==> src/hdl/rmh_pkg.sv <==
// constants, types and register map of the radio module host pin block
package rmh_pkg;
    localparam int          CLK_HZ       = 50_000_000;
    localparam int          BAUD_DEF     = 115_200;
    localparam logic [15:0] BIT_CYC_DEF  = 16'(CLK_HZ / BAUD_DEF);
    localparam int          REL_HOLD_MS  = 2;    // least command-select low
    localparam logic [31:0] REL_CYC_DEF  = 32'(CLK_HZ / 1000 * REL_HOLD_MS);
    localparam int          BTN_DEB_MS   = 20;   // shortest counted press
    localparam int          BTN_LONG_MS  = 3000; // press that restores defaults
    localparam logic [31:0] BTN_DEB_DEF  = 32'(CLK_HZ / 1000 * BTN_DEB_MS);
    localparam logic [31:0] BTN_LONG_DEF = 32'(CLK_HZ / 1000 * BTN_LONG_MS);
    localparam int          LED_CMD_MS   = 200;  // flash in command mode
    localparam int          LED_DATA_MS  = 40;   // flash in data mode
    localparam logic [31:0] LED_CMD_DEF  = 32'(CLK_HZ / 1000 * LED_CMD_MS);
    localparam logic [31:0] LED_DATA_DEF = 32'(CLK_HZ / 1000 * LED_DATA_MS);
    localparam logic [3:0]  COMMAND_RESPONSE_FLAG_N_HOLD_BITS = 4'ha;
    localparam logic [3:0]  UART_FRAME_BITS = 4'ha;
    localparam logic [3:0]  PIN_RST      = 4'h7; // {button,sleep,sel,serial}
    // register byte offsets
    localparam logic [7:0]  OFS_CTRL     = 8'h00;
    localparam logic [7:0]  OFS_STATUS   = 8'h04;
    localparam logic [7:0]  OFS_CMDRX    = 8'h08;
    localparam logic [7:0]  OFS_REPLY    = 8'h0c;
    localparam logic [7:0]  OFS_EXCMASK  = 8'h10;
    localparam logic [7:0]  OFS_EXCSTAT  = 8'h14;
    localparam logic [7:0]  OFS_IRQSTAT  = 8'h18;
    localparam logic [7:0]  OFS_IRQMASK  = 8'h1c;
    // control fields
    localparam int          CTRL_ACK     = 0;
    localparam int          CTRL_REL     = 1;
    localparam int          CTRL_SW_EXC  = 2;
    localparam logic [2:0]  CTRL_RST     = 3'h0;
    // exception bits
    localparam int          EXC_W        = 4;
    localparam int          EXC_RETRY    = 0;
    localparam int          EXC_FRAME    = 1;
    localparam int          EXC_OVERRUN  = 2;
    localparam int          EXC_SW       = 3;
    // interrupt event bits
    localparam int          EV_W         = 6;
    localparam int          EV_CMD       = 0;
    localparam int          EV_JOIN      = 1;
    localparam int          EV_DEFAULTS  = 2;
    localparam int          EV_RELEASE   = 3;
    localparam int          EV_EXC       = 4;
    localparam int          EV_EMPTY     = 5;

    typedef struct packed {
        logic       valid;
        logic [7:0] data;
    } rmh_byte_t;
endpackage

==> src/hdl/rmh_host_pins.sv <==
// host pin interface of a hopping radio module with a register slave
`timescale 1ns/1ps
`default_nettype none

////////////////////////////////////////////////////////////////////////////////
// Overview of operation
// - command_response_flag_n is low while serial output carries a reply.
// - payload from the air and command replies share one serial output.
// - exception_out goes high for an exception only if its mask bit is set.
// - serial bytes are commands while select is low, payload while high.
// - a low sleep request puts the block in a non-functional low power state.
// - the block is held in reset while its reset input is low.
// - rx_amp_enable is high while the radio receives.
// - tx_amp_enable is high while the radio transmits.
// - ctsN is low when input can be taken and high while busy.
// - tx_buffer_empty is high once every queued input byte has been sent.
// - with acknowledge on, empty waits for the ack or a retry exception.
// - activity_indicator flashes with a length set by the operating state.
// - button press lengths restore defaults or start a network join.
module rmh_host_pins #(
    parameter logic [15:0] BIT_CYC  = rmh_pkg::BIT_CYC_DEF,
    parameter logic [31:0] REL_CYC  = rmh_pkg::REL_CYC_DEF,
    parameter logic [31:0] BTN_DEB  = rmh_pkg::BTN_DEB_DEF,
    parameter logic [31:0] BTN_LONG = rmh_pkg::BTN_LONG_DEF,
    parameter logic [31:0] LED_CMD  = rmh_pkg::LED_CMD_DEF,
    parameter logic [31:0] LED_DATA = rmh_pkg::LED_DATA_DEF
) (
    input  wire logic              clk_sys,
    input  wire logic              resetn,
    input  wire logic [7:0]        avs_address,
    input  wire logic              avs_read,
    input  wire logic              avs_write,
    input  wire logic [31:0]       avs_writedata,
    input  wire logic [3:0]        avs_byteenable,
    output logic      [31:0]       avs_readdata,
    output logic                   avs_waitrequest,
    output logic                   irq,
    input  wire logic              serialIn,
    output logic                   serialOut,
    input  wire logic              dataModeSel,
    input  wire logic              sleepReqN,
    input  wire logic              button_input,
    output logic                   ctsN,
    output logic                   tx_buffer_empty,
    output logic                   command_response_flag_n,
    output logic                   exception_out,
    output logic                   rx_amp_enable,
    output logic                   tx_amp_enable,
    output logic                   activity_indicator,
    output rmh_pkg::rmh_byte_t     radioTxByte,
    input  wire logic              radioTxReady,
    output logic                   txFlush,
    input  wire rmh_pkg::rmh_byte_t radioRxByte,
    output logic                   radioRxReady,
    input  wire logic              radioTxActive,
    input  wire logic              radioRxActive,
    input  wire logic              radioAck,
    input  wire logic              radioRetryFail,
    output logic                   restoreDefaults,
    output logic                   joinNetwork,
    output logic                   lowPower
);
    import rmh_pkg::*;

    // sticky status update: a hardware set wins over a write-one clear
    function automatic logic [7:0] stickyNext(input logic [7:0] cur,
                                              input logic [7:0] set,
                                              input logic [7:0] clr);
        stickyNext = set | (cur & ~clr);
    endfunction

    ////////////////////////////////////////////////////////////////////////////
    // pin synchronisers, two flip-flops each
    logic [3:0]  pinMeta;
    logic [3:0]  pinSync;
    logic        serialS;
    logic        selS;
    logic        awakeS;
    logic        buttonS;
    always_ff @(posedge clk_sys or negedge resetn) begin
        if (!resetn) begin
            pinMeta <= PIN_RST;
            pinSync <= PIN_RST;
        end else begin
            pinMeta <= {button_input, sleepReqN, dataModeSel, serialIn};
            pinSync <= pinMeta;
        end
    end
    assign serialS = pinSync[0];
    assign selS    = pinSync[1];
    assign awakeS  = pinSync[2];
    assign buttonS = pinSync[3];

    ////////////////////////////////////////////////////////////////////////////
    // register state and bus slave
    logic [2:0]       ctrl;
    logic [EXC_W-1:0] excMask;
    logic [EXC_W-1:0] excStatus;
    logic [EV_W-1:0]  irqMask;
    logic [EV_W-1:0]  irqStatus;
    rmh_byte_t        cmdByte;
    rmh_byte_t        replyByte;
    logic             busWr;
    logic             busRd;
    logic [EXC_W-1:0] excSet;
    logic [EV_W-1:0]  evSet;
    logic             ackWait;
    logic             txBusy;
    assign busWr = avs_write && !avs_waitrequest && avs_byteenable[0];
    assign busRd = avs_read && !avs_waitrequest;

    // waitrequest drops for one cycle, one edge after a request is seen
    always_ff @(posedge clk_sys or negedge resetn) begin
        if (!resetn) begin
            avs_waitrequest <= 1'b1;
            avs_readdata    <= 32'h0;
        end else begin
            avs_waitrequest <= !((avs_read || avs_write) && avs_waitrequest);
            if (avs_read && avs_waitrequest) begin
                case (avs_address)
                    OFS_CTRL:    avs_readdata <= {29'h0, ctrl};
                    OFS_STATUS:  avs_readdata <= {22'h0, ackWait, txBusy,
                        !awakeS, selS, ctsN, tx_buffer_empty,
                        command_response_flag_n, radioTxByte.valid,
                        radioRxActive, radioTxActive};
                    OFS_CMDRX:   avs_readdata <= {23'h0, cmdByte};
                    OFS_EXCMASK: avs_readdata <= {28'h0, excMask};
                    OFS_EXCSTAT: avs_readdata <= {28'h0, excStatus};
                    OFS_IRQSTAT: avs_readdata <= {26'h0, irqStatus};
                    OFS_IRQMASK: avs_readdata <= {26'h0, irqMask};
                    default:     avs_readdata <= 32'h0;
                endcase
            end
        end
    end

    // software-written control and masks
    always_ff @(posedge clk_sys or negedge resetn) begin
        if (!resetn) begin
            ctrl    <= CTRL_RST;
            excMask <= '0;
            irqMask <= '0;
        end else if (busWr) begin
            if (avs_address == OFS_CTRL) ctrl <= avs_writedata[2:0];
            if (avs_address == OFS_EXCMASK) excMask <= avs_writedata[3:0];
            if (avs_address == OFS_IRQMASK) irqMask <= avs_writedata[5:0];
        end
    end

    // sticky exception and interrupt status, write one to clear
    always_ff @(posedge clk_sys or negedge resetn) begin
        if (!resetn) begin
            excStatus     <= '0;
            irqStatus     <= '0;
            exception_out <= 1'b0;
            irq           <= 1'b0;
        end else begin
            excStatus <= EXC_W'(stickyNext(8'(excStatus), 8'(excSet),
                (busWr && avs_address == OFS_EXCSTAT) ?
                avs_writedata[7:0] : 8'h0));
            irqStatus <= EV_W'(stickyNext(8'(irqStatus), 8'(evSet),
                (busWr && avs_address == OFS_IRQSTAT) ?
                avs_writedata[7:0] : 8'h0));
            exception_out <= |(excStatus & excMask);
            irq           <= |(irqStatus & irqMask);
        end
    end

    ////////////////////////////////////////////////////////////////////////////
    // uart receiver, sampled mid-bit
    logic        rxBusy;
    logic [15:0] rxCnt;
    logic [3:0]  rxBit;
    logic [8:0]  rxShift;
    logic        rxDone;
    always_ff @(posedge clk_sys or negedge resetn) begin
        if (!resetn) begin
            rxBusy  <= 1'b0;
            rxCnt   <= 16'h0;
            rxBit   <= 4'h0;
            rxShift <= 9'h0;
            rxDone  <= 1'b0;
        end else begin
            rxDone <= 1'b0;
            if (!rxBusy) begin
                if (!serialS && awakeS) begin
                    rxBusy <= 1'b1;
                    rxCnt  <= BIT_CYC >> 1;
                    rxBit  <= 4'h0;
                end
            end else if (rxCnt != 16'h0) begin
                rxCnt <= rxCnt - 16'h1;
            end else begin
                rxCnt <= BIT_CYC - 16'h1;
                rxBit <= rxBit + 4'h1;
                if (rxBit == 4'h0 && serialS) rxBusy <= 1'b0; // false start
                if (rxBit != 4'h0) rxShift <= {serialS, rxShift[8:1]};
                if (rxBit == UART_FRAME_BITS - 4'h1) begin
                    rxBusy <= 1'b0;
                    rxDone <= 1'b1;
                end
            end
        end
    end

    ////////////////////////////////////////////////////////////////////////////
    // routing of received bytes, flow control and buffer empty
    logic goodByte;
    logic txTaken;
    logic nextEmpty;
    assign goodByte  = rxDone && rxShift[8];
    assign txTaken   = radioTxByte.valid && radioTxReady;
    assign nextEmpty = !radioTxByte.valid && !radioTxActive && !ackWait;
    always_ff @(posedge clk_sys or negedge resetn) begin
        if (!resetn) begin
            radioTxByte     <= '0;
            cmdByte         <= '0;
            ackWait         <= 1'b0;
            ctsN            <= 1'b1;
            tx_buffer_empty <= 1'b1;
        end else begin
            if (txTaken) radioTxByte.valid <= 1'b0;
            if (busRd && avs_address == OFS_CMDRX) cmdByte.valid <= 1'b0;
            if (goodByte && selS && !radioTxByte.valid) begin
                radioTxByte <= '{valid: 1'b1, data: rxShift[7:0]};
            end
            if (goodByte && !selS && !cmdByte.valid) begin
                cmdByte <= '{valid: 1'b1, data: rxShift[7:0]};
            end
            if (txTaken && ctrl[CTRL_ACK]) begin
                ackWait <= 1'b1;
            end else if (radioAck || radioRetryFail) begin
                ackWait <= 1'b0;
            end
            ctsN <= !awakeS || radioTxByte.valid || cmdByte.valid;
            tx_buffer_empty <= nextEmpty;
        end
    end

    // exception and interrupt event sources
    always_comb begin
        excSet = '0;
        excSet[EXC_RETRY]   = radioRetryFail;
        excSet[EXC_FRAME]   = rxDone && !rxShift[8];
        excSet[EXC_OVERRUN] = goodByte &&
            (selS ? radioTxByte.valid : cmdByte.valid);
        excSet[EXC_SW]      = ctrl[CTRL_SW_EXC];
        evSet = '0;
        evSet[EV_CMD]      = goodByte && !selS && !cmdByte.valid;
        evSet[EV_JOIN]     = joinNetwork;
        evSet[EV_DEFAULTS] = restoreDefaults;
        evSet[EV_RELEASE]  = txFlush;
        evSet[EV_EXC]      = |(excSet & excMask & ~excStatus);
        evSet[EV_EMPTY]    = nextEmpty && !tx_buffer_empty;
    end

    ////////////////////////////////////////////////////////////////////////////
    // uart transmitter shared by replies and air payload
    logic [15:0] baudCnt;
    logic        baudTick;
    logic [9:0]  txShift;
    logic [3:0]  txBit;
    logic        txIsReply;
    logic [3:0]  holdBits;
    logic        loadReply;
    logic        loadRadio;
    assign loadReply = !txBusy && replyByte.valid && awakeS;
    assign loadRadio = !txBusy && !replyByte.valid && radioRxReady
        && radioRxByte.valid;
    always_ff @(posedge clk_sys or negedge resetn) begin
        if (!resetn) begin
            baudCnt  <= 16'h0;
            baudTick <= 1'b0;
        end else begin
            baudTick <= (baudCnt == 16'h0);
            baudCnt  <= (baudCnt == 16'h0) ? BIT_CYC - 16'h1 : baudCnt - 16'h1;
        end
    end

    // reply byte holding register, written by software
    always_ff @(posedge clk_sys or negedge resetn) begin
        if (!resetn) begin
            replyByte <= '0;
        end else if (busWr && avs_address == OFS_REPLY) begin
            replyByte <= '{valid: 1'b1, data: avs_writedata[7:0]};
        end else if (loadReply) begin
            replyByte.valid <= 1'b0;
        end
    end

    always_ff @(posedge clk_sys or negedge resetn) begin
        if (!resetn) begin
            txBusy                  <= 1'b0;
            txShift                 <= 10'h3ff;
            txBit                   <= 4'h0;
            txIsReply               <= 1'b0;
            holdBits                <= 4'h0;
            serialOut               <= 1'b1;
            radioRxReady            <= 1'b0;
            command_response_flag_n <= 1'b1;
        end else begin
            radioRxReady <= !txBusy && !loadRadio && !replyByte.valid
                && awakeS && holdBits == 4'h0;
            if (loadReply) begin
                txBusy                  <= 1'b1;
                txShift                 <= {1'b1, replyByte.data, 1'b0};
                txBit                   <= 4'h0;
                txIsReply               <= 1'b1;
                holdBits                <= 4'h0;
                command_response_flag_n <= 1'b0;
            end else if (loadRadio) begin
                txBusy    <= 1'b1;
                txShift   <= {1'b1, radioRxByte.data, 1'b0};
                txBit     <= 4'h0;
                txIsReply <= 1'b0;
            end else if (baudTick && txBusy) begin
                if (txBit == UART_FRAME_BITS) begin
                    txBusy <= 1'b0;
                    if (txIsReply) holdBits <= COMMAND_RESPONSE_FLAG_N_HOLD_BITS;
                end else begin
                    serialOut <= txShift[0];
                    txShift   <= {1'b1, txShift[9:1]};
                    txBit     <= txBit + 4'h1;
                end
            end else if (baudTick && holdBits != 4'h0) begin
                holdBits <= holdBits - 4'h1;
                if (holdBits == 4'h1) command_response_flag_n <= 1'b1;
            end
        end
    end

    ////////////////////////////////////////////////////////////////////////////
    // release trigger, button decoding, sleep and amplifier enables
    logic [31:0] relCnt;
    logic [31:0] btnCnt;
    always_ff @(posedge clk_sys or negedge resetn) begin
        if (!resetn) begin
            relCnt          <= 32'h0;
            txFlush         <= 1'b0;
            btnCnt          <= 32'h0;
            restoreDefaults <= 1'b0;
            joinNetwork     <= 1'b0;
        end else begin
            txFlush <= 1'b0;
            if (selS || !ctrl[CTRL_REL] || !awakeS) relCnt <= 32'h0;
            else if (relCnt != REL_CYC) relCnt <= relCnt + 32'h1;
            if (relCnt == REL_CYC - 32'h1) txFlush <= 1'b1;
            restoreDefaults <= 1'b0;
            joinNetwork     <= 1'b0;
            if (buttonS && awakeS) begin
                if (btnCnt != BTN_LONG) btnCnt <= btnCnt + 32'h1;
            end else begin
                btnCnt <= 32'h0;
                restoreDefaults <= (btnCnt == BTN_LONG);
                joinNetwork <= (btnCnt >= BTN_DEB) && (btnCnt != BTN_LONG);
            end
        end
    end

    always_ff @(posedge clk_sys or negedge resetn) begin
        if (!resetn) begin
            lowPower      <= 1'b0;
            rx_amp_enable <= 1'b0;
            tx_amp_enable <= 1'b0;
        end else begin
            lowPower      <= !awakeS;
            rx_amp_enable <= radioRxActive && awakeS;
            tx_amp_enable <= radioTxActive && awakeS;
        end
    end

    // activity flash, long in command mode, short in data mode
    logic [31:0] ledCnt;
    always_ff @(posedge clk_sys or negedge resetn) begin
        if (!resetn) begin
            ledCnt             <= 32'h0;
            activity_indicator <= 1'b0;
        end else begin
            if (ledCnt != 32'h0) ledCnt <= ledCnt - 32'h1;
            else if (awakeS && (rxDone || loadReply || loadRadio)) begin
                ledCnt <= selS ? LED_DATA : LED_CMD;
            end
            activity_indicator <= (ledCnt != 32'h0);
        end
    end
endmodule

`default_nettype wire

==> config.mk <==
export PLATFORM = sky130hd
export DESIGN_NAME = rmh_host_pins
export DESIGN_NICKNAME = d
export VERILOG_FILES = /design/src/hdl/rmh_pkg.sv /design/src/hdl/rmh_host_pins.sv
export SDC_FILE = /design/constraint.sdc
export NUM_CORES = 1
export LEC_CHECK = 0
export ABC_AREA = 1
export BUFFER_PORTS_ARGS = -buffer_cell sky130_fd_sc_hd__buf_2
export CAP_MARGIN = 20
export CORE_ASPECT_RATIO = 1.25
export CORE_MARGIN = 3
export CORE_UTILIZATION = 55
export CTS_CLUSTER_SIZE = 16
export DETAILED_ROUTE_END_ITERATION = 10
export PLACE_DENSITY_LB_ADDON = 0.3
export SYNTH_ARGS = -nofsm -noshare
export SYNTH_HDL_FRONTEND = slang
export SYNTH_SLANG_ARGS = --single-unit
==> constraint.sdc <==
create_clock -name clk_sys -period 3.8 [get_ports clk_sys]
set_clock_uncertainty 0.15 [all_clocks]
set_input_delay 0.38 -clock clk_sys [delete_from_list [all_inputs] [get_ports clk_sys]]
set_output_delay 0.38 -clock clk_sys [all_outputs]
set_load 0.03 [all_outputs]
# Yosys cells after proc, flatten, opt, wreduce, memory -nomap -nowiden
# Index checks and enable logic that the tools add are counted.
[totals]
output_inout_bits = 56
word_cells = 248
ff_bits = 270
[op_classes]
n_eq_ne = 21
n_mux = 62
addsub = 8
n_bitwise = 15
reduce_logical = 96
n_lt_le_gt_ge = 1
[op_table]
columns = ["operator", "count"]
rows = [
  ["32-bit 2-to-1 mux", 6],
  ["10-bit one-hot mux with 7 select lines", 1],
  ["32-bit by 1-bit adder with 32-bit output, second input constant", 2],
  ["16-bit 2-to-1 mux", 4],
  ["4-bit 2-to-1 mux", 14],
  ["10-bit 2-to-1 mux", 4],
  ["1-bit logical AND", 39],
  ["32-bit by 17-bit equality test with 1-bit output, second input constant", 1],
  ["32-bit by 28-bit equality test with 1-bit output, second input constant", 1],
  ["8-bit by 5-bit equality test with 1-bit output, second input constant", 4],
  ["32-bit by 20-bit >= comparator with 1-bit output, second input constant", 1],
  ["32-bit by 17-bit != test with 1-bit output, second input constant", 1],
  ["32-bit by 28-bit != test with 1-bit output, second input constant", 1],
  ["32-bit nonzero test", 1],
  ["16-bit by 1-bit subtractor with 16-bit output, second input constant", 2],
  ["32-bit by 1-bit subtractor with 32-bit output, second input constant", 1],
  ["1-bit 2-to-1 mux", 29],
  ["24-bit 2-to-1 mux", 1],
  ["2-bit nonzero test", 10],
  ["9-bit 2-to-1 mux", 2],
  ["4-bit AND", 4],
  ["8-bit by 4-bit equality test with 1-bit output, second input constant", 2],
  ["16-bit zero test", 1],
  ["16-bit nonzero test", 1],
  ["other kinds (27)", 70],
]

# Logic depth before layout (Yosys ltp)
# Gate-level depths: netlist of run 1.
[depth]
word_depth = 9
mapped_depth = 11

# Worst setup path after synthesis of run 1
# No wires, ideal clock.
[synth_path]
path_type = "reg-to-reg"
startpoint = "register txBit[0]"
endpoint = "register holdBits[3]"
arrival_ns = 1.376
setup_slack_ns = 2.192
setup_time_ns = 0.083
path_stages_with_launch = 11
period_less_slack_ns = 1.608
path_cell_list = "dfrtp_1 -> inv_1 -> ha_1 -> nand2_1 -> nor2_1 -> nor2_4 -> inv_1 -> nand2_1 -> nor2_4 -> nand3_1 -> o21ai_0"
[synth_via]
elab_chain_cells = 3
[synth_rtl]
columns = ["item", "line_no", "text"]
rows = [
  ["start: declaration", "rmh_host_pins.sv:262", "logic [3:0] txBit;"],
  ["start signal: assignment", "rmh_host_pins.sv:323", "txBit <= txBit + 4'h1;"],
  ["4-bit equality test", "rmh_host_pins.sv:317", "if (txBit == UART_FRAME_BITS) begin"],
  ["3-bit by 2-bit != test with 1-bit output (no source line)", "-", ""],
  ["4-bit AND reduction (no source line)", "-", ""],
  ["end signal: assignment", "rmh_host_pins.sv:326", "holdBits <= holdBits - 4'h1;"],
  ["end: declaration", "rmh_host_pins.sv:264", "logic [3:0] holdBits;"],
]
# No other way between the ends.
# A chain may end at the register's enable or synchronous reset.

# Worst setup path after layout of run 1
[layout_path]
startpoint = "register pinSync[2]"
endpoint = "register btnCnt[4]"
[layout_via]
elab_chain_cells = 2
[layout_rtl]
columns = ["item", "line_no", "text"]
rows = [
  ["start: declaration", "rmh_host_pins.sv:75", "logic [3:0] pinSync;"],
  ["start signal: assignment", "rmh_host_pins.sv:86", "pinSync <= pinMeta;"],
  ["1-bit logical AND *", "rmh_host_pins.sv:350", "if (buttonS && awakeS) begin"],
  ["2-bit by 1-bit != test with 1-bit output (no source line) / 32-bit 2-to-1 mux (equally long branches)", "-", ""],
  ["end signal: assignment", "rmh_host_pins.sv:351", "if (btnCnt != BTN_LONG) btnCnt <= btnCnt + 32'h1;"],
  ["end: declaration", "rmh_host_pins.sv:335", "logic [31:0] btnCnt;"],
]
# Every way passes the cells marked *; elsewhere a longest branch is shown, timed or not.

==> metrics.md, run 1 <==
| Metric | Value |
|---|---|
| Chip width | `147 µm` |
| Router iterations before antenna repair | `5` |
| Mapped Area | `about 14000 µm²` |
| DRT iter0 DRCs | `932` |
| Async S/R FF share, synth | `between 90% and 100%` |
| Global route total overflow | `0` |
| Total GRT Usage | `approximately 24%` |
| Synth Flop Type | `dfrtp_1` |
| Worst Max-Slew Pin Slew | `0.885 ns` |
| Post-route design area | `between 15000 and 20000 µm²` |
| EDFF count, synth | `0` |
| Vias in the first global route | `between 10000 and 15000` |
| Final WL | `32500 µm` |
| Share of layout cells above drive strength 1 | `between 10 and 15%` |
| Htree depth | `1` |
| Synth top area cells | `dfrtp_1, nand2_1, nor2_1, inv_1, nand3_1` |
| Min-delay src | `avs_writedata[5]` |
| Post-route DRC | `0` |
| Cells after synthesis | `1845` |
| CP required | `4.10 ns` |
| Final net count | `2021` |
| WP data arrival | `2.66 ns` |
| DIE HEIGHT | `about 180 µm` |
| Hold Vio Cnt, Final | `0` |
| Clk sink count | `247` |
| Io pins | `between 100 and 150` |
| Max cap viols | `0` |
| Core footprint | `24500 µm²` |
| Synth-to-layout area growth | `12.7%` |
| Worst Setup End Kind | `register` |
| Seq. cell area | `6210 µm²` |
| Die footprint | `roughly 27000 µm²` |
| Final Cycle Share | `62.2%` |
| Number of fill cells | `2191` |
| Post-synth top cells | `nand2_1, nor2_1, dfrtp_1` |
| Antenna Nets Post-Route | `0` |
| Worst-case clock buffer depth | `3` |
| Crit Path Max Fanout | `22` |
| Synth unique cells | `52` |
| TNS Setup | `0 ns` |
| PD cells | `402 nW/µm²` |
| Global-route wire length before repair | `54800 µm` |
| Routed vias | `12000` |
| Post-cts resize count | `0` |
| Max Fclk | `0.423 GHz` |
| Maximum vdd drop | `between 300 and 400 µV` |
| Critical Path Slowest Stage Cell | `dfstp_2` |
| Initial Util | `56.0%` |
| Initial antenna violation count | `3` |
| Crit path time final | `2.36 ns` |
| CP startpoint | `pinSync[2]` |
| DP HPWL | `23800 µm` |
| Area after DPL | `14300 µm²` |
| Yosys reg bits | `247` |
| RSZ-0062 raised after global routing | `false` |
| Final Max Tran Viols | `0` |
| Max incr delay on CP | `0.75 ns` |
| Routability cong. | `0.953` |
| Setup violations, final | `0` |
| Row count | `64` |
| Critical path launch point type | `register` |
| Multi-input logic area | `around 6500 µm²` |
| CTS tree | `built` |
| WS Path Type | `register to register` |
| Insertion delay to the later sink of the worst-skew pair | `around 0.53 ns` |
| CTS clock-pin slew for the worst setup and hold paths | `0.06 ns` |
| Max-slew headroom | `between 40 and 50%` |
| Status | `finished clean` |
| Count leader, synth | `nand2_1` |
| Sequential area share after synthesis | `45.3%` |
| Post-synth top area cell | `dfrtp_1` |
| Syn avg cell area | `~7.4 µm²` |
| Routed wire per std cell | `14.2 µm` |
| Port Buffer Count | `72` |
| Post-synth top area share | `41.4%` |
| Hold Path Class | `input pin to register` |
| Critical Path, Cell by Cell | `nand2_1 > inv_1 > o21ai_0 > a21oi_1` |
| Reg2reg start | `pinSync[2]` |
| Total leakage power | `0.00752 µW` |
| Detail-routed via count per cell | `5.26` |
| CTS root buffer | `clkbuf_16` |
| Num CTS Buffers | `26` |
| Pin count of the biggest net entering global routing | `110` |
| Synth Warn # | `0` |
## logic make-up (layout without fill, tap and decap cells)
logic type,after synthesis,count (layout),share of synthesized area [%]
and+or+nand+nor,1100,1100,34.8
buffers and inverters,250,341,7.88
DFF,247,247,45.3
AOI/OAI and AO/OA,180,180,7.21
xor gates and xnor gates,49,49,3.13
adders and majority gates,18,18,1.64
other,1,23,0.0274
## critical path: cells and delay by family, from the launching register on
family / cells / cell delay [ns]
AND/OR/NAND/NOR: 1 / 0.41
flip-flops: 1 / 0.75
AO/OA/AOI/OAI: 2 / 0.35
buffers and inverters: 1 / 0.62
## layout make-up
| type | count | share of cell area [%] |
|---|---|---|
| Clock buffer | 36 | 4.98 |
| Inverter | 203 | 4.96 |
| Multi-Input combinational cell | 1369 | 42.1 |
| Antenna cell | 1 | 0.0162 |
| Sequential cell | 247 | 40.2 |
| Clock inverter | 12 | 1.41 |
| Timing Repair Buffer | 90 | 3.69 |
| Tap cell | 330 | 2.67 |
## state kept, by name, indices dropped and copies added, names as in the netlist, 6 cells and up
| signal | flops |
|---|---|
| avs_readdata | 10 |
| baudCnt | 16 |
| btnCnt | 32 |
| cmdByte | 9 |
| irqMask | 6 |
| irqStatus | 6 |
| ledCnt | 32 |
| radioTxByte | 9 |
| relCnt | 32 |
| replyByte | 9 |
| rxCnt | 16 |
| rxShift | 9 |
| txShift | 9 |
## placed cells by master, fill, tap and decap left out, drive strengths merged, types with 4 or more instances in the layout
cell / n
clkbuf: 36
o22ai: 7
nand2: 518
clkinv: 6
nand4: 29
inv: 200
ha: 18
dfstp: 20
dfrtp: 227
a21oi: 38
xnor2: 11
nand3: 128
bufinv: 6
nor2: 379
o21bai: 4
buf: 74
xor2: 38
or2: 9
nor3: 28
a21boi: 4
o21ai: 118
dlygate4sd3: 16
conb: 22
## worst paths after layout
kind	end	slack, ns	depth (start not counted)
setup reg to reg	btnCnt[4]	1.44	4
hold / removal	irqMask[5]	0.01	3
min in group asynchronous	activity_indicator	0.29	2
max in group asynchronous	pinMeta[0]	2.32	3
hold reg to reg	pinSync[2]	0.20	0
setup / recovery	btnCnt[4]	1.44	4
## power breakdown
part / total, µW / switching (µW) / internal, µW / leakage [µW]
Sequential: 2810 / 94.7 / 2720 / 0.00320
Combinational: 505 / 337 / 169 / 0.00384
Clock: 2890 / 1070 / 1820 / 0.000476
## stage by stage
step | power (µW) | util (%) | worst slack (ns) | hold WS (ns) | cells
after global routing | 6460 | 63.0 | 1.22 | 0.0234 | 2288
after floorplan | 3190 | - | 2.19 | -0.0656 | 1866
final | 6210 | 63.0 | 1.44 | 0.0123 | 2288
after CTS | 6250 | 63.0 | 1.34 | 0.00578 | 2287
after global placement | 3320 | 58.3 | 1.44 | 0.184 | 2223
after detailed placement | 3350 | 58.3 | 1.37 | 0.197 | 2223
## routing by layer
layer	track usage (%)	vias to the layer above	wire length (µm)
met1	32.5	5662	14400
met5	0	-	40
met4	7.09	4	907
met2	41.1	323	15400
li1	-	5967	-
met3	3.28	77	1710
## what timing repair did
| action | 4_1_cts | 5_1_grt |
|---|---|---|
| hold endpoints to repair | 109 | 0 |
| setup buffers | 0 | 0 |
| hold buffers | 16 | 0 |
Power figures use the tool's default switching activity.
==> inputs of run 2 (changes only) <==
Clock period 3.8 ns to 2.2 ns, I/O delays scaled along.
==> run 2 against run 1 <==
Compared with the run above: setup slack lost 1.3 ns; clock power grew 73%; die area is the same; routed wire length grew 3.6%; sequential power grew 73%; flip-flop and latch count is the same; power grew 73%; count of clock-buffer cells in the layout is the same; combinational power grew 83%; register-to-register slack lost 1.2 ns; via count grew 1.7%; first-iteration DRC count grew 9.1%; critical path type is now input pin to register; largest cell class unchanged; largest power group unchanged.
==> metrics.md, run 2 (synthesis results as in run 1) <==
| Metric | Value |
|---|---|
| PD cells | `680 nW/µm² (+69%)` |
| Port Buffer Count | `72 (unchanged)` |
| Combinational share of power | `8.6% (+0.5 points)` |
| Max-slew headroom | `59.6% (+19 points)` |
| Crit path time final | `about 2.1 ns` |
| Clock power share | `46.4% (-0.2 points)` |
| Die footprint | `26900 µm² (unchanged)` |
| Worst Setup End Kind | `register` |
| Total leakage power | `0.00770 µW (+2.4%)` |
| Fin cells | `2327 (+1.7%)` |
| Antenna Nets Post-Route | `0 (unchanged)` |
| Worst-case clock buffer depth | `3 (unchanged)` |
| Max incr delay on CP | `0.56 ns (-0.19 ns)` |
| CTS tree | `built` |
| Insertion delay to the later sink of the worst-skew pair | `0.54 ns (about the same)` |
| Max cap viols | `0 (unchanged)` |
| Final WL | `33700 µm (+3.6%)` |
| Setup violations, final | `0 (unchanged)` |
| Max Fclk | `0.476 GHz` |
| # placed instances | `2239 (+0.72%)` |
| Router iterations before antenna repair | `6 (+1)` |
| Global-route wire length before repair | `57200 µm (+4.3%)` |
| GR Util met1 | `33.9% (+1.4 points)` |
| Initial Util | `56.0% (unchanged)` |
| Crit Path Max Fanout | `9 (-59%)` |
| Crit path max-delay family | `buffers and inverters` |
| Hold Path Class | `input pin to register` |
| Commonest non-fill, non-tap cell in the layout | `nand2_1` |
| CTS root buffer | `clkbuf_16` |
| CP required | `2.46 ns (-1.64 ns)` |
| DIE HEIGHT | `183 µm (unchanged)` |
| Buf/Inv on CP | `3 (+2)` |
| Final Cycle Share | `95.5%` |
| Final core occ | `64.6% (+1.5 points)` |
| Most frequent cells in the layout | `nand2_1, nor2_1, dfrtp_1` |
| Row count | `64 (unchanged)` |
| Clk sink count | `247 (unchanged)` |
| GR Layer Usage met3 | `3.25% (-0.025 points)` |
| DRT iter0 DRCs | `1017 (+9.1%)` |
| Reg power frac | `45.0% (-0.3 points)` |
| Regs by FF count | `btnCnt (32), ledCnt (32), relCnt (32)` |
| Critical Path, Cell by Cell | `dlygate4sd3_1 > buf_2 > nand2_1 > nor2_4 > nand2_1 > nor2_2 > a21oi_1 > or2_1 > dlygate4sd3_1` |
| Post-route design area | `15800 µm² (+2.4%)` |
| Num CTS Buffers | `26 (unchanged)` |
| Critical path launch point type | `input pin` |
| Htree depth | `1 (unchanged)` |
| Vias in the first global route | `12000 (+4.1%)` |
| Final Max Tran Viols | `0 (unchanged)` |
| Switching share of total power | `24.1% (-0.061 points)` |
| Pin count of the biggest net entering global routing | `60 (-45%)` |
| DP HPWL | `24000 µm (+0.91%)` |
| Post-route DRC | `0 (unchanged)` |
| WP data arrival | `2.36 ns (-0.30 ns)` |
| Status | `finished clean` |
| Met2 Use GR | `43.2% (+2.1 points)` |
| Detail-routed via count per cell | `5.26 (about the same)` |
| Net Sw Power | `2600 µW (+73%)` |
| Chip width | `147 µm (unchanged)` |
| Global route total overflow | `0 (unchanged)` |
| WS Path Type | `input pin to register` |
| TNS Setup | `0 ns (unchanged)` |
| Total GRT Usage | `25.3% (+1.1 points)` |
| Routability cong. | `0.937 (-1.6%)` |
| Worst Max-Slew Pin Slew | `0.605 ns (-0.280 ns)` |
| Top Usage Layer GRT | `met2` |
| Tot Pwr | `10800 µW (+73%)` |
| Share of layout cells above drive strength 1 | `12.0% (+0.84 points)` |
| Internal Dissipation | `8160 µW (+74%)` |
| Critical Path Slowest Stage Cell | `dlygate4sd3_1` |
| Io pins | `122 (unchanged)` |
| Setup bufs post-CTS | `0 (unchanged)` |
| Maximum vdd drop | `567 µV (+67%)` |
| Final net count | `2059 (+1.9%)` |
| Hold Vio Cnt, Final | `0 (unchanged)` |
| Core footprint | `24500 µm² (unchanged)` |
| Initial antenna violation count | `2 (-1)` |
| Routed wire per std cell | `14.5 µm (+1.8%)` |
| Area after DPL | `14400 µm² (+0.93%)` |
| Routed vias | `12200 (+1.7%)` |
| CTS clock-pin slew for the worst setup and hold paths | `0.06 ns (about the same)` |
| Synth-to-layout area growth | `15.4%` |
run 2: cell count changes in the layout (fill, tap and decap cells not counted), sizes merged:
| cell | delta |
|---|---|
| buf | +16 |
| diode | +1 |
| clkinv | +1 |
| clkinvlp | -2 |
| inv | +1 |
| dlygate4sd3 | +22 |
run 2: timing repair:
item,in CTS,in global routing
setup endpoints to repair,1,3
resized for setup,1,5
hold buffers,38,0
endpoints found under the hold margin,285,0
run 2: worst paths after layout:
path,startpoint,to,slack (ns),cells after the start
min reg2reg,pinMeta[0],pinSync[0],0.20,0
min in group asynchronous,resetn,ledCnt[14],0.05,2
max,avs_address[4],excStatus[0],0.1,9
min,avs_byteenable[0],excStatus[1],0.04,4
max reg2reg,avs_waitrequest,excStatus[0],0.20,6
max in group asynchronous,resetn,command_response_flag_n,1.10,3
run 2: per-layer routing:
layer | up-vias | wire [µm]
met5 | - | 0
met3 | 71 | 1940
met2 | 379 | 16200
met1 | 5732 | 14700
li1 | 6057 | -
met4 | 0 | 928
run 2: through the flow:
step / worst slack (ns) / hold WS, ns
3_3_place_gp: 0.106 / 0.0320
4_1_cts: 0.0429 / 0.0393
3_5_place_dp: -0.00309 / 0.0311
6_report: 0.0982 / 0.0412
5_1_grt: -0.0234 / 0.0384
2_1_floorplan: 0.592 / -0.226
run 2: power by group through the flow:
stage	Sequential, µW	Clock (µW)	Combinational (µW)
floorplan	4910	0	600
global placement	4920	0	837
detailed placement	4920	0	866
CTS	4850	5090	925
global route	4870	5280	1060
finish	4850	4990	925
run 2: final cells by class:
cell class	instances	area [µm²]
Fill cell	2090	8680
Multi-Input combinational cell	1369	6520
Sequential cell	247	6210
Timing Repair Buffer	128	923
Clock buffer	36	769
Inverter	203	766
Tap cell	330	413
Clock inverter	12	216
Antenna cell	2	5.00
run 2: worst register-to-register path, stage by stage (launching register included):
cell           delay [ns]
dfstp_2              0.38
inv_1                0.07
nand3_2              0.17
nor2_2               0.24
a21oi_1              0.08
or2_1                0.22
dlygate4sd3_1        0.56
==> inputs of run 3 (changes only) <==
Settings changed: HOLD_SLACK_MARGIN from default to 0.03, REMOVE_ABC_BUFFERS from default to 1.
==> run 3 against run 2 <==
Compared with the run above: final cell count is 0.26% lower; power is 2.2% lower; die area stayed put; clock power is 4.6% lower; sequential share of layout area is 0.30 points higher; register-to-register slack hardly changed; combinational power is 1% lower; first-iteration DRC count is 31% lower; largest cell class unchanged; highest routed layer unchanged.
==> metrics.md, run 3 (synthesis results as in run 1) <==
| Metric | Value |
|---|---|
| CTS clock-pin slew for the worst setup and hold paths | `0.06 ns (about the same)` |
| Post-route design area | `15700 µm² (-0.75%)` |
| Io pins | `122 (unchanged)` |
| Clk sink count | `247 (unchanged)` |
| M1 wire length | `14000 µm (-4.6%)` |
| Commonest non-fill, non-tap cell in the layout | `nand2_1` |
| Routability cong. | `0.959 (+2.3%)` |
| Hold Vio Cnt, Final | `0 (unchanged)` |
| DP HPWL | `24700 µm (+2.6%)` |
| Initial antenna violation count | `2 (unchanged)` |
| Antenna Nets Post-Route | `0 (unchanged)` |
| Switching share of total power | `25.0% (+0.81 points)` |
| Final Max Tran Viols | `0 (unchanged)` |
| Status | `finished clean` |
| Vias in the first global route | `12000 (-0.025%)` |
| Synth-to-layout area growth | `14.5%` |
| TNS Setup | `0 ns (unchanged)` |
| Multi-input logic area | `6510 µm² (-0.15%)` |
| CP required | `2.47 ns (about the same)` |
| Combinational share of power | `8.7% (about the same)` |
| Maximum vdd drop | `472 µV (-17%)` |
| Initial Util | `56.0% (unchanged)` |
| Highest routed layer | `met4` |
| CTS tree | `built` |
| Share of layout cells above drive strength 1 | `11.9% (-0.16 points)` |
| Buf/Inv on CP | `2 (-1)` |
| Total leakage power | `0.00764 µW (-0.78%)` |
| DR WL met2 | `16900 µm (+4.5%)` |
| Hold Path Class | `input pin to register` |
| Max incr delay on CP | `0.55 ns (about the same)` |
| CTS root buffer | `clkbuf_16` |
| Detail-routed via count per cell | `5.25 (-0.13%)` |
| Post-route DRC | `0 (unchanged)` |
| Crit path time final | `2.00 ns (-0.104 ns)` |
| Num CTS Buffers | `26 (unchanged)` |
| Seq. cell area | `6210 µm² (unchanged)` |
| Die footprint | `26900 µm² (unchanged)` |
| Final Cycle Share | `90.8% (-4.7 points)` |
| Routed vias | `12200 (-0.39%)` |
| Critical path launch point type | `register` |
| Routed wire per std cell | `14.5 µm (-0.18%)` |
| Total GRT Usage | `25.3% (about the same)` |
| Router iterations before antenna repair | `6 (unchanged)` |
| Regs by FF count | `btnCnt (32), ledCnt (32), relCnt (32)` |
| Max Fclk | `0.501 GHz (+5.2%)` |
| WP data arrival | `2.27 ns (-0.09 ns)` |
| Worst Setup End Kind | `register` |
| Crit Path Max Fanout | `6 (-3)` |
| Insertion delay to the later sink of the worst-skew pair | `0.54 ns (about the same)` |
| Final net count | `2054 (-0.24%)` |
| Pin count of the biggest net entering global routing | `74 (+23%)` |
| Worst-case clock buffer depth | `3 (unchanged)` |
| Setup violations, final | `0 (unchanged)` |
| Core footprint | `24500 µm² (unchanged)` |
| DRT iter0 DRCs | `697 (-31%)` |
| Global-route wire length before repair | `56900 µm (-0.58%)` |
| Chip width | `147 µm (unchanged)` |
| Htree depth | `1 (unchanged)` |
| Row count | `64 (unchanged)` |
| Reg power frac | `46.1% (+1.1 points)` |
| Crit path max-delay family | `buffers and inverters` |
| Global route total overflow | `0 (unchanged)` |
| Most frequent cells in the layout | `nand2_1, nor2_1, dfrtp_1` |
| Internal Dissipation | `7900 µW (-3.3%)` |
| Max cap viols | `0 (unchanged)` |
| DIE HEIGHT | `183 µm (unchanged)` |
| Area after DPL | `14400 µm² (unchanged)` |
| Clock power share | `45.2% (-1.2 points)` |
| Number of fill cells | `2160 (+3.3%)` |
| Critical Path, Cell by Cell | `inv_1 > nand3_2 > nor2_2 > a21oi_1 > or2_1 > dlygate4sd3_1` |
| Critical Path Slowest Stage Cell | `dlygate4sd3_1` |
| Net Sw Power | `2630 µW (+1.1%)` |
| WS Path Type | `register to register` |
| RSZ-0062 raised after global routing | `false` |
| Final WL | `33500 µm (-0.44%)` |
| PD cells | `670 nW/µm² (-1.5%)` |
| Final core occ | `64.1% (-0.49 points)` |
| Port Buffer Count | `72 (unchanged)` |
| Met3 routed WL | `1640 µm (-15%)` |
-- run 3: path summary, 6_finish.rpt --
kind                                        start  cells past startpoint              end  slack [ns]
max in group asynchronous                  resetn                      4  avs_readdata[2]        0.37
worst min register to register         pinMeta[3]                      0       pinSync[3]        0.20
worst max-delay path              avs_waitrequest                      6     excStatus[0]        0.20
min in group asynchronous                  resetn                      3        ledCnt[6]        0.57
worst max register to register    avs_waitrequest                      6     excStatus[0]        0.20
worst min-delay path            avs_byteenable[0]                      4     excStatus[1]        0.04
-- run 3: timing repair --
action                                  CTS  global route
hold buffers                             33             0
buffers inserted                          0             0
gates resized for setup                   1             2
endpoints found under the setup margin    2             1
hold endpoints to repair                287             0
pin swaps                                 0             0
-- run 3: stage by stage --
| stage | hold WS [ns] | std cells | total power (µW) | worst slack, ns |
|---|---|---|---|---|
| finish | 0.0378 | 2321 | 10500 | 0.202 |
| global route | 0.0514 | 2321 | 10900 | 0.00878 |
| CTS | 0.0547 | 2319 | 10600 | 0.0161 |
| detailed placement | -0.00521 | 2239 | 5800 | 0.00787 |
| global placement | -0.00390 | 2239 | 5770 | 0.101 |
| floorplan | -0.226 | 1819 | 5480 | 0.357 |
-- run 3: area by class of cell --
class                           instances  share of cell area (%)
Clock buffer                           32                    4.49
Inverter                              203                    4.88
Sequential cell                       247                    39.5
Tap cell                              330                    2.63
Clock inverter                         15                    1.42
Multi-Input combinational cell       1369                    41.5
Antenna cell                            2                  0.0319
Timing Repair Buffer                  123                    5.56
-- run 3: per-layer routing --
layer | global-route usage [%] | vias up
met5 | 0 | -
met3 | 2.93 | 81
met1 | 32.3 | 5741
li1 | - | 6041
met4 | 7.91 | 0
met2 | 45.2 | 328
-- run 3: power groups by stage --
stage,clock network [µW],registers (µW),logic (µW)
finish,4760,4850,916
detailed placement,0,4930,874
floorplan,0,4920,561
CTS,4850,4850,925
global placement,0,4920,845
global route,5010,4870,1060
-- run 3: worst min-delay path: stages --
cell and delay [ns]:
buf_2 0.10, nand3_2 0.16, nor3_1 0.09, o22ai_1 0.10
